==> config.mk <==
export PLATFORM = sky130hd
export DESIGN_NAME = ddbp_top
export DESIGN_NICKNAME = d
export VERILOG_FILES = /design/src/shared/ddbp_pkg.sv /design/src/ddbp_ascii.sv /design/src/ddbp_top.sv
export SDC_FILE = /design/constraint.sdc
export NUM_CORES = 1
export LEC_CHECK = 0
export BUFFER_PORTS_ARGS = -buffer_cell sky130_fd_sc_hd__buf_2
export CAP_MARGIN = 20
export CORE_ASPECT_RATIO = 1.1
export CORE_MARGIN = 2
export CORE_UTILIZATION = 40
export CTS_BUF_LIST = sky130_fd_sc_hd__clkbuf_2 sky130_fd_sc_hd__clkbuf_4 sky130_fd_sc_hd__clkbuf_8
export DETAILED_ROUTE_END_ITERATION = 6
export GPL_ROUTABILITY_DRIVEN = 0
export SYNTH_ARGS = -nofsm -noshare
export SYNTH_HDL_FRONTEND = slang
export SYNTH_SLANG_ARGS = --single-unit
==> constraint.sdc <==
create_clock -name clock -period 3.9 [get_ports clock]
set_input_delay 0.78 -clock clock [delete_from_list [all_inputs] [get_ports clock]]
set_output_delay 0.78 -clock clock [all_outputs]
set_load 0.01 [all_outputs]
==> src/shared/ddbp_pkg.sv <==
// Package of constants and types for the drive data byte packing block
package ddbp_pkg;
   localparam int          DDBP_BUS_W      = 16;
   localparam int          DDBP_BYTE_W     = 8;
   localparam int          DDBP_CNT_W      = 16;
   localparam logic [7:0]  DDBP_ASCII_LO   = 8'h20;
   localparam logic [7:0]  DDBP_ASCII_HI   = 8'h7E;
   localparam logic [7:0]  DDBP_ASCII_FILL = 8'h20;
   localparam logic [15:0] DDBP_MIN_BURST  = 16'h0002;
   localparam logic [15:0] DDBP_DATA_RST   = 16'h0000;
   localparam logic [15:0] DDBP_CNT_RST    = 16'h0000;

   typedef enum logic [1:0]
   {
      DDBP_ST_IDLE = 2'b00,
      DDBP_ST_PIO  = 2'b01,
      DDBP_ST_DMA  = 2'b10
   } ddbp_state_t;

   // Host-side strobes from the pins, synchronised to clock inside the block
   typedef struct packed
   {
      logic pio_strobe;
      logic dmack;
   } ddbp_host_t;

   // Status presented to the host
   typedef struct packed
   {
      logic busy_flag;
      logic data_request_flag;
      logic dmarq;
   } ddbp_stat_t;
endpackage : ddbp_pkg

==> src/ddbp_ascii.sv <==
// Byte-lane swapper and printable filter for ASCII parameter words
`timescale 1ns/100ps
module ddbp_ascii
(
   input  wire logic [15:0] first_pair,   // First character in [7:0], second in [15:8]
   output wire logic [15:0] bus_word      // Word as placed on the data lines
);
   import ddbp_pkg::*;

   function automatic logic [7:0] ddbp_printable(input logic [7:0] ch);
      logic ok;
      ok = (ch >= DDBP_ASCII_LO) && (ch <= DDBP_ASCII_HI);
      // Non-printable codes are replaced; only 8-bit PIO passes them to the host unfiltered
      return ok ? ch : DDBP_ASCII_FILL;
   endfunction : ddbp_printable

   // Odd-numbered character goes to the high lane
   assign bus_word = {ddbp_printable(first_pair[7:0]),
                      ddbp_printable(first_pair[15:8])};
endmodule : ddbp_ascii

==> src/ddbp_top.sv <==
// Device-side data-phase byte packing and transfer qualification
// Functional notes
// - A PIO word moves only while busy is clear and data request is set.
// - PIO uses 16-bit words, with an optional 8-bit width selected by a strap input.
// - A PIO data-request block holds one or more bytes moved as a group.
// - A DMA transfer starts only after the device requests and the host acknowledges.
// - Every DMA transfer uses the full 16-bit bus.
// - One acknowledge assertion delimits a burst, which carries at least two bytes.
// - In 16-bit mode word k carries byte 2k low and byte 2k+1 high.
// - In 8-bit PIO each byte goes alone on the low lines in ascending order.
// - ASCII fields carry only codes 20h through 7Eh; 8-bit PIO passes text bytes unfiltered.
// - The first of each ASCII character pair sits on the high lane; 8-bit PIO sends it first on the low lines.
// - The state machine moves between states with no idle cycles in between.
// - Entering a state, even from itself, repeats all of that state's actions.
// - The device is configured as unit 0 or unit 1.
// - The unit number comes from a jumper or the sampled cable-select pin.
`timescale 1ns/100ps
module ddbp_top
#(
   parameter int BLK_BYTES = 512                      // Bytes in one data-request block
)
(
   input  wire logic                 clock,           // 10 MHz clock
   input  wire logic                 rst_b,           // Async reset, active low
   input  wire ddbp_pkg::ddbp_host_t host_in,         // Host strobes from pins
   input  wire logic                 csel_pin,        // Cable-select pin level
   input  wire logic                 jumper_unit,     // Jumper unit number
   input  wire logic                 use_csel,        // High: unit from cable select
   input  wire logic                 width8_strap,    // High: 8-bit PIO
   input  wire logic                 start_pio,       // Pulse: begin a PIO block
   input  wire logic                 start_dma,       // Pulse: begin a DMA burst
   input  wire logic                 ascii_mode,      // High: block is ASCII text
   input  wire logic [15:0]          src_data,        // Next two source bytes, lower first
   output logic                      src_take,        // Pulse: src_data consumed
   output logic [15:0]               dd_out,          // Data lines driven to host
   output logic                      dd_oe,           // High while driving data
   output ddbp_pkg::ddbp_stat_t      stat_out,        // Busy, request, DMA request
   output logic                      unit_sel,        // Configured unit, 0 or 1
   output logic                      block_done       // Pulse: block or burst ended
);
   import ddbp_pkg::*;

   localparam logic [15:0] BLK_LAST = 16'(BLK_BYTES - 1);

   ddbp_state_t state_reg;
   ddbp_state_t state_next;
   logic [1:0]  pio_sync1_reg;
   logic [1:0]  pio_sync2_reg;
   logic        pio_prev_reg;
   logic [1:0]  csel_sync_reg;
   logic [1:0]  jmp_sync_reg;
   logic [1:0]  use_sync_reg;
   logic        strap_done_reg;
   logic        w8_reg;
   logic        lane_hi_reg;
   logic [15:0] cnt_reg;
   logic [15:0] cnt_next;
   logic        dmack_prev_reg;
   logic        unit_reg;

   // Host strobes cross from pins through two flops each
   always_ff @(posedge clock or negedge rst_b)
   begin
      if (!rst_b)
      begin
         pio_sync1_reg <= 2'h0;
         pio_sync2_reg <= 2'h0;
      end
      else
      begin
         pio_sync1_reg <= {host_in.dmack, host_in.pio_strobe};
         pio_sync2_reg <= pio_sync1_reg;
      end
   end

   // Strap syncs skip reset so they hold settled pin levels at the latch
   always_ff @(posedge clock)
   begin
      csel_sync_reg <= {csel_sync_reg[0], csel_pin};
      jmp_sync_reg  <= {jmp_sync_reg[0], jumper_unit};
      use_sync_reg  <= {use_sync_reg[0], use_csel};
   end

   wire pio_s   = pio_sync2_reg[0];
   wire dmack_s = pio_sync2_reg[1];
   wire pio_rise = pio_s && !pio_prev_reg;
   wire dmack_rise = dmack_s && !dmack_prev_reg;
   wire dmack_fall = !dmack_s && dmack_prev_reg;

   // Straps latch once after release; later changes need a reset
   wire strap_unit = use_sync_reg[1] ? csel_sync_reg[1] : jmp_sync_reg[1];

   always_ff @(posedge clock or negedge rst_b)
   begin
      if (!rst_b)
         strap_done_reg <= 1'b0;
      else
         strap_done_reg <= 1'b1;
   end

   always_ff @(posedge clock or negedge rst_b)
   begin
      if (!rst_b)
         unit_reg <= 1'b0;
      else if (!strap_done_reg)
         unit_reg <= strap_unit;
   end

   // Width is read once; a change in mid-block would tear the byte count
   always_ff @(posedge clock or negedge rst_b)
   begin
      if (!rst_b)
         w8_reg <= 1'b0;
      else if (!strap_done_reg)
         w8_reg <= width8_strap;
   end

   // Qualification of each host strobe against the current state
   wire in_pio   = (state_reg == DDBP_ST_PIO);
   wire in_dma   = (state_reg == DDBP_ST_DMA);
   wire pio_xfer = in_pio && pio_rise;
   wire dma_xfer = in_dma && dmack_s && pio_rise;
   wire xfer     = pio_xfer || dma_xfer;
   wire narrow   = in_pio && w8_reg;
   wire [15:0] step = narrow ? 16'h0001 : 16'h0002;
   wire [15:0] cnt_inc = cnt_reg + step;
   wire pio_end  = pio_xfer && (cnt_inc > BLK_LAST);
   // Burst ends only with the acknowledge, after at least one word
   wire dma_end  = in_dma && dmack_fall && (cnt_reg >= DDBP_MIN_BURST);
   wire lane_step = pio_xfer && narrow && !lane_hi_reg;

   // Next state is taken combinationally so each move lands on the next edge
   always_comb
   begin
      state_next = state_reg;
      cnt_next   = cnt_reg;
      unique case (state_reg)
         DDBP_ST_IDLE:
         begin
            cnt_next = DDBP_CNT_RST;
            if (start_pio)
               state_next = DDBP_ST_PIO;
            else if (start_dma)
               state_next = DDBP_ST_DMA;
         end
         DDBP_ST_PIO:
         begin
            if (pio_end)
            begin
               state_next = start_pio ? DDBP_ST_PIO : DDBP_ST_IDLE;
               cnt_next   = DDBP_CNT_RST;
            end
            else if (pio_xfer)
               cnt_next = cnt_inc;
         end
         DDBP_ST_DMA:
         begin
            if (dma_end)
            begin
               state_next = start_dma ? DDBP_ST_DMA : DDBP_ST_IDLE;
               cnt_next   = DDBP_CNT_RST;
            end
            else if (dma_xfer)
               cnt_next = cnt_inc;
         end
         default:
         begin
            state_next = DDBP_ST_IDLE;
            cnt_next   = DDBP_CNT_RST;
         end
      endcase
   end

   always_ff @(posedge clock or negedge rst_b)
   begin
      if (!rst_b)
      begin
         state_reg <= DDBP_ST_IDLE;
         cnt_reg   <= DDBP_CNT_RST;
      end
      else
      begin
         state_reg <= state_next;
         cnt_reg   <= cnt_next;
      end
   end

   // Previous synced levels rest low like the pins, so reset makes no edge
   always_ff @(posedge clock or negedge rst_b)
   begin
      if (!rst_b)
      begin
         pio_prev_reg   <= 1'b0;
         dmack_prev_reg <= 1'b0;
      end
      else
      begin
         pio_prev_reg   <= pio_s;
         dmack_prev_reg <= dmack_s;
      end
   end

   // Byte packing of the source pair onto the bus
   wire [15:0] ascii_word;

   ddbp_ascii u_ascii
   (
      .first_pair (src_data),
      .bus_word   (ascii_word)
   );

   // Lane layout follows the next state, so the word that goes out with the
   // first enable of a narrow block already has its high lane cleared
   wire narrow_out = (state_next == DDBP_ST_PIO) && w8_reg;

   function automatic logic [15:0] ddbp_pack
   (
      input logic [15:0] pair,     // Byte 2k low, 2k+1 high
      input logic [15:0] text,     // Same pair in text layout
      input logic        w8,       // Narrow transfer
      input logic        hi,       // Second byte of the pair is due
      input logic        asc       // Pair is text
   );
      logic [7:0] lane;
      lane = hi ? pair[15:8] : pair[7:0];
      if (w8)
         return {8'h00, lane};
      return asc ? text : pair;
   endfunction : ddbp_pack

   wire [15:0] word_sel = ddbp_pack(src_data, ascii_word, narrow_out, lane_hi_reg, ascii_mode);
   // Source pair is consumed only when both its bytes have gone out
   wire take_now = xfer && !lane_step;

   always_ff @(posedge clock or negedge rst_b)
   begin
      if (!rst_b)
         lane_hi_reg <= 1'b0;
      else if (state_next != state_reg || pio_end || dma_end)
         lane_hi_reg <= 1'b0;
      else if (pio_xfer && narrow)
         lane_hi_reg <= !lane_hi_reg;
   end

   // Status is a plain decode of the state about to be held
   function automatic ddbp_stat_t ddbp_status(input ddbp_state_t st);
      ddbp_stat_t s;
      s.busy_flag         = (st != DDBP_ST_PIO);
      s.data_request_flag = (st == DDBP_ST_PIO);
      s.dmarq             = (st == DDBP_ST_DMA);
      return s;
   endfunction : ddbp_status

   wire ddbp_stat_t stat_next = ddbp_status(state_next);
   wire             oe_next   = stat_next.data_request_flag || (stat_next.dmarq && dmack_s);

   // Outputs, all registered
   always_ff @(posedge clock or negedge rst_b)
   begin
      if (!rst_b)
      begin
         dd_out <= DDBP_DATA_RST;
         dd_oe  <= 1'b0;
      end
      else
      begin
         dd_out <= word_sel;
         dd_oe  <= oe_next;
      end
   end

   always_ff @(posedge clock or negedge rst_b)
   begin
      if (!rst_b)
         stat_out <= '{busy_flag: 1'b1, data_request_flag: 1'b0, dmarq: 1'b0};
      else
         stat_out <= stat_next;
   end

   // Pulses last one cycle; the source side must act on the same edge
   always_ff @(posedge clock or negedge rst_b)
   begin
      if (!rst_b)
      begin
         src_take   <= 1'b0;
         block_done <= 1'b0;
      end
      else
      begin
         src_take   <= take_now;
         block_done <= pio_end || dma_end;
      end
   end

   always_ff @(posedge clock or negedge rst_b)
   begin
      if (!rst_b)
         unit_sel <= 1'b0;
      else
         unit_sel <= unit_reg;
   end
endmodule : ddbp_top

# == After elaboration in Yosys (flattened, before gate mapping) ==
# Index checks and enable logic that the tools add are counted.
# classes
reduce_logical,28
add_sub_neg,1
n_eq_ne,8
n_bitwise,0
muxes,23
shift,0
multipliers,0
div,0
n_lt_le_gt_ge,6
# ops
op,count
16-bit 2-to-1 mux,7
16-bit one-hot mux with 2 select lines,1
8-bit 2-to-1 mux,3
16-bit by 2-bit adder with 16-bit output,1
16-bit by 2-bit greater-or-equal comparator with 1-bit output (second input constant),1
8-bit by 6-bit greater-or-equal comparator with 1-bit output (second input constant),2
16-bit by 9-bit > comparator with 1-bit output (second input constant),1
8-bit by 7-bit less-or-equal comparator with 1-bit output (second input constant),2
1-bit logical AND,16
2-bit 2-to-1 mux,6
3-bit by 1-bit != test with 1-bit output (second input constant),2
2-bit one-hot mux with 3 select lines,1
1-bit logical OR,5
1-bit 2-to-1 mux,5
2-bit by 1-bit equality test with 1-bit output (second input constant),2
2-bit equality test (second input constant),2
1-bit zero test,4
2-bit zero test,1
2-bit by 1-bit != test with 1-bit output (second input constant),1
2-bit != test,1
2-bit AND reduction,1
2-bit nonzero test,1
# word_totals
latchBits,0
out_inout_bits,23
ramBits,0
reg_bits,57
mem_bits_ro,0
elab_cells,87
n_memories,0

# == Depth between registers and ports, before layout ==
# logic_depth
ltp_word,12
ltp_mapped,16
mapped_depth_nobuf,15

# == Hierarchy ==
# From an unflattened synthesis, not the netlist that was laid out.
# hier_totals
hier_cells,342
hier_area_um2,3364.5
# modules_own_cells
mod,instances,cells_per_inst,area_per_inst_um2
ddbp_top,1,303,3069.2
ddbp_ascii,1,39,295.3

# == Worst setup path before layout ==
# OpenSTA, ideal clock, no wires.
# synth_path
kind,reg2reg
startpoint,register state_reg[1]
endpoint,register dd_out[0]
arrival_ps,3926
required_time_ps,3834
setup_ps,66
path_buffers,1
stages_incl_launch_ff,17
path_slack_ps,-93
cell_sequence,dfrtp_1 inv_1 ha_1 nand2_1 inv_1 ha_1 fa_1 and4_4 and3_4 or3_1 a32o_1 or3_4 a31oi_4 and3_1 buf_6 mux2i_2 a22o_1
# synth_between
elab_chain_cells,12
# synth_rtl
element,line,rtl
"start, declared",ddbp_top.sv:45,ddbp_state_t state_reg;
"start signal, assigned",ddbp_top.sv:183,state_reg <= state_next;
2-bit by 1-bit equality test with 1-bit output,"ddbp_top.sv:119, ddbp_top.sv:137",
1-bit logical AND,ddbp_top.sv:124,wire narrow = in_pio && w8_reg;
2-bit 2-to-1 mux,ddbp_top.sv:125,wire [15:0] step = narrow ? 16'h0001 : 16'h0002;
16-bit by 2-bit adder with 16-bit output,ddbp_top.sv:126,wire [15:0] cnt_inc = cnt_reg + step;
16-bit by 9-bit > comparator with 1-bit output,ddbp_top.sv:127,wire pio_end = pio_xfer && (cnt_inc > BLK_LAST);
1-bit logical AND,ddbp_top.sv:127,
2-bit 2-to-1 mux,ddbp_top.sv:148,if (pio_end)
2-bit one-hot mux with 3 select lines (*),ddbp_top.sv:137,unique case (state_reg)
named net state_next[0],ddbp_top.sv:46,ddbp_state_t state_next;
2-bit by 1-bit equality test with 1-bit output (*),ddbp_top.sv:214,wire narrow_out = (state_next == DDBP_ST_PIO) && w8_reg;
1-bit logical AND (*),ddbp_top.sv:214,
1-bit 2-to-1 mux (*),ddbp_top.sv:226,if (w8)
16-bit 2-to-1 mux (*),ddbp_top.sv:228,return asc ? text : pair;
named net word_sel[0],ddbp_top.sv:231,"wire [15:0] word_sel = ddbp_pack(src_data, ascii_word, narrow_out, lane_hi_reg, ascii_mode);"
"end signal, assigned",ddbp_top.sv:267,dd_out <= word_sel;
"end, declared",ddbp_top.sv:35,"output logic [15:0] dd_out,"
# The timed path passes the listed nets; every way through them passes the cells marked *.
# A chain may end at the register's enable or synchronous reset.

# == Final worst setup path ==
# layout_path
startpoint,register state_reg[1]
endpoint,register dd_out[6]
# The elaborated chain is that of the path after synthesis.

==> impl_metrics.yaml <==
status:
  status: "finished, final reports clean"
critical_path:
  worstPathArrival_ns: 4.00
  cpPeakStageDelay_ns: 0.39
  end_kind: "flop"
  r2r-end: "dd_out[6]"
  rrSetupSlack_ns: 0.16
  cp-start-kind: "flop"
  crit_path_start: "state_reg[1]"
  cp_max_fo: 7
  required_ns: 4.16
  path_cells: "inv_1, ha_2, nand2_1, inv_1, ha_2, fa_2, and4_4, and3_4, or3_1, a32o_2, or3_4, a31oi_4, and3_4, mux2i_4, a22o_1"
  r2r-start: "state_reg[1]"
  rr_worst_depth: 15
  slowest_stage: "or3_4"
  critPathKind: "reg2reg"
final_layout:
  finalNetCount: 381
  final-instance-count-excl-fill: 437
  antenna_cells: 0
  area_growth_pct: 22.39
  drive_above_1_share_pct: 28.13
sta:
  fmax_mhz: 267.3
  setup_viol: 0
  worst_hold_slack_ns: 0.3275
  tns_ns: 0
  clock_skew_ns: 0.008644
  fin_crit_sh_pct: 95.93
  min_period_ns: 3.741
  relSlewSlack_pct: 57.20
  worstMarginPinSlew_ns: 0.6420
  finalHoldViolations: 0
  finalMaxSlewViolations: 0
global_routing:
  grt_overflow: 0
  grt_max_degree: 52
  grt_usage_pct: 17.59
  top_usage_layer: "met2"
  grt_pass1_vias: 2326
  gr-usage-met2_pct: 27.65
  antenna_found_initial: 0
  grt_use_met3_pct: 4.410
  met1_usage_pct: 21.98
  grt_pass1_wl_mm: 10.94
synthesis:
  synth_seq_cells: 57
  synth_cell_types: 54
  syn_area_per_cell_um2: 9.935
  synthArstFlopShare_pct: 89.47
  postSynthNetCount: 318
  synth_edf_count: 0
  ys_top_cells_by_area: "dfrtp_1, dfxtp_1, o21ai_0"
  synth_most_common_cell: "dfrtp_1"
  syn_area_mm2: 0.002821
  synth_top_cell_by_area: "dfrtp_1"
  ys.flop_type: "dfrtp_1"
  synth_common_cells: "dfrtp_1, nor2_1, o21ai_0"
  syn_inst: 284
  yosys.area.top_type_share_pct: 44.35
  yosysSeqAreaShare_pct: 49.53
  synth-warning-count: 0
clocking:
  clkSinkCount: 57
  cts.clk_slew.worst_paths_ns: 0.07
  cts_buffers: 9
  cts_root_buf: "clkbuf_8"
  ctsHoldBuffers: 0
  tritoncts: "built"
  cts_htree_levels: 3
  cts.path.max_buffers: 2
  clk_latency_ns: 0.33
die:
  io_pins: 50
  core_area_mm2: 0.006927
  fp-row-count: 32
  dieArea_mm2: 0.007742
  start_util_pct: 40.73
  die_h_um: 92.09
  die_x_um: 84.08
drt:
  drtIter0Drc: 105
  vias: 2438
  drt.antenna.violating_nets: 0
  drc: 0
  avgViaCountPerCell: 5.579
  wl_per_cell_um: 14.62
  drt-pass1-iter-count: 4
  routed_wl_mm: 6.388
min_path:
  whs_endpoint: "use_sync_reg[1]"
  hp-start: "use_sync_reg[0]"
  min_path_type: "reg2reg"
  hold_path_depth: 0
power_and_ir_drop:
  vdd_ir_drop_max_mv: 0.4123
  finalPower_mw: 2.054
  power_density_mw_per_mm2: 594.8
  leakage_nw: 1.558
placement:
  hpwl_mm: 4.517
  io_buffers: 49
  place_inst: 415
flow_run:
  drv_cap: 0
what timing repair did:
action / in CTS / in global routing
buffers inserted: 0 / 5
setup endpoints to repair: 0 / 7
resized for setup: 0 / 7
endpoints found under the hold margin: 0 / 0
layer usage:
| layer | vias up | share of wire (%) |
|---|---|---|
| met4 | 0 | 2.2 |
| li1 | 1171 | - |
| met2 | 96 | 49 |
| met3 | 20 | 6.0 |
| met5 | - | 0 |
| met1 | 1151 | 43 |
kinds of logic after synthesis:
| logic type | share of synthesized area (%) |
|---|---|
| flip-flops | 49.53 |
| buffers and inverters | 3.769 |
| other | 0.1329 |
| multiplexers | 2.350 |
| XOR/XNOR | 0.9314 |
| AND/OR/NAND/NOR | 21.55 |
| AO/OA/AOI/OAI | 18.36 |
| adder cells (fa/ha/maj) | 3.370 |
report_power, final:
part	internal [mW]	leakage (nW)	switching [mW]
Sequential	0.684	0.706	0.0390
Combinational	0.334	0.753	0.444
Clock	0.317	0.0987	0.236
Total	1.33	1.56	0.719
cell usage in the layout, fill, tap and decap left out, types with 3 or more instances in the layout:
cell,instances
buf_4,16
nand4_1,9
nor4_1,5
xnor2_1,3
nor3_1,3
nand2b_1,5
buf_2,49
inv_1,8
o21ai_1,4
nand3_1,10
ha_1,4
a22o_1,6
a21oi_1,16
a21o_1,3
o22ai_1,3
nand2_1,20
dfrtp_1,50
o21ai_0,21
dfxtp_1,6
nor2_1,23
nor2b_1,12
o41ai_1,4
clkbuf_8,10
nor3b_1,4
o31ai_1,9
layout make-up:
type | instances | area [um2]
Fill cell | 652 | 3473
Sequential cell | 57 | 1398
Multi-Input combinational cell | 205 | 1349
Timing Repair Buffer | 66 | 370.4
Clock buffer | 11 | 145.1
Tap cell | 85 | 106.4
Clock inverter | 5 | 55.05
Inverter | 8 | 30.03
worst max-delay path: cells and delay by family, from the launching register on:
| kind | cells | cell delay [ns] |
|---|---|---|
| AO/OA/AOI/OAI | 3 | 0.74 |
| adder cells (fa/ha/maj) | 3 | 0.75 |
| buffers and inverters | 2 | 0.15 |
| flip-flops | 1 | 0.34 |
| multiplexers | 1 | 0.31 |
| AND/OR/NAND/NOR | 6 | 1.37 |
how the worst max path moves through the flow:
stage                     end  slack [ns]  depth (start not counted)
global placement    dd_out[3]        0.13                         15
detailed placement  dd_out[6]        0.07                         15
finish              dd_out[6]        0.16                         15
CTS                 dd_out[6]        0.05                         15
global route        dd_out[6]       -0.02                         15
floorplan           dd_out[0]        0.02                         16
stage by stage:
step / instance area (um2) / worst slack, ns / utilization, %
floorplan: 2833 / 0.02425 / -
global placement: 3191 / 0.1319 / 46.06
detailed placement: 3191 / 0.07159 / 46.06
CTS: 3391 / 0.04862 / 48.95
global route: 3453 / -0.01558 / 49.86
finish: 3453 / 0.1587 / 49.86
Note: power is estimated with default switching activity, not from simulation.
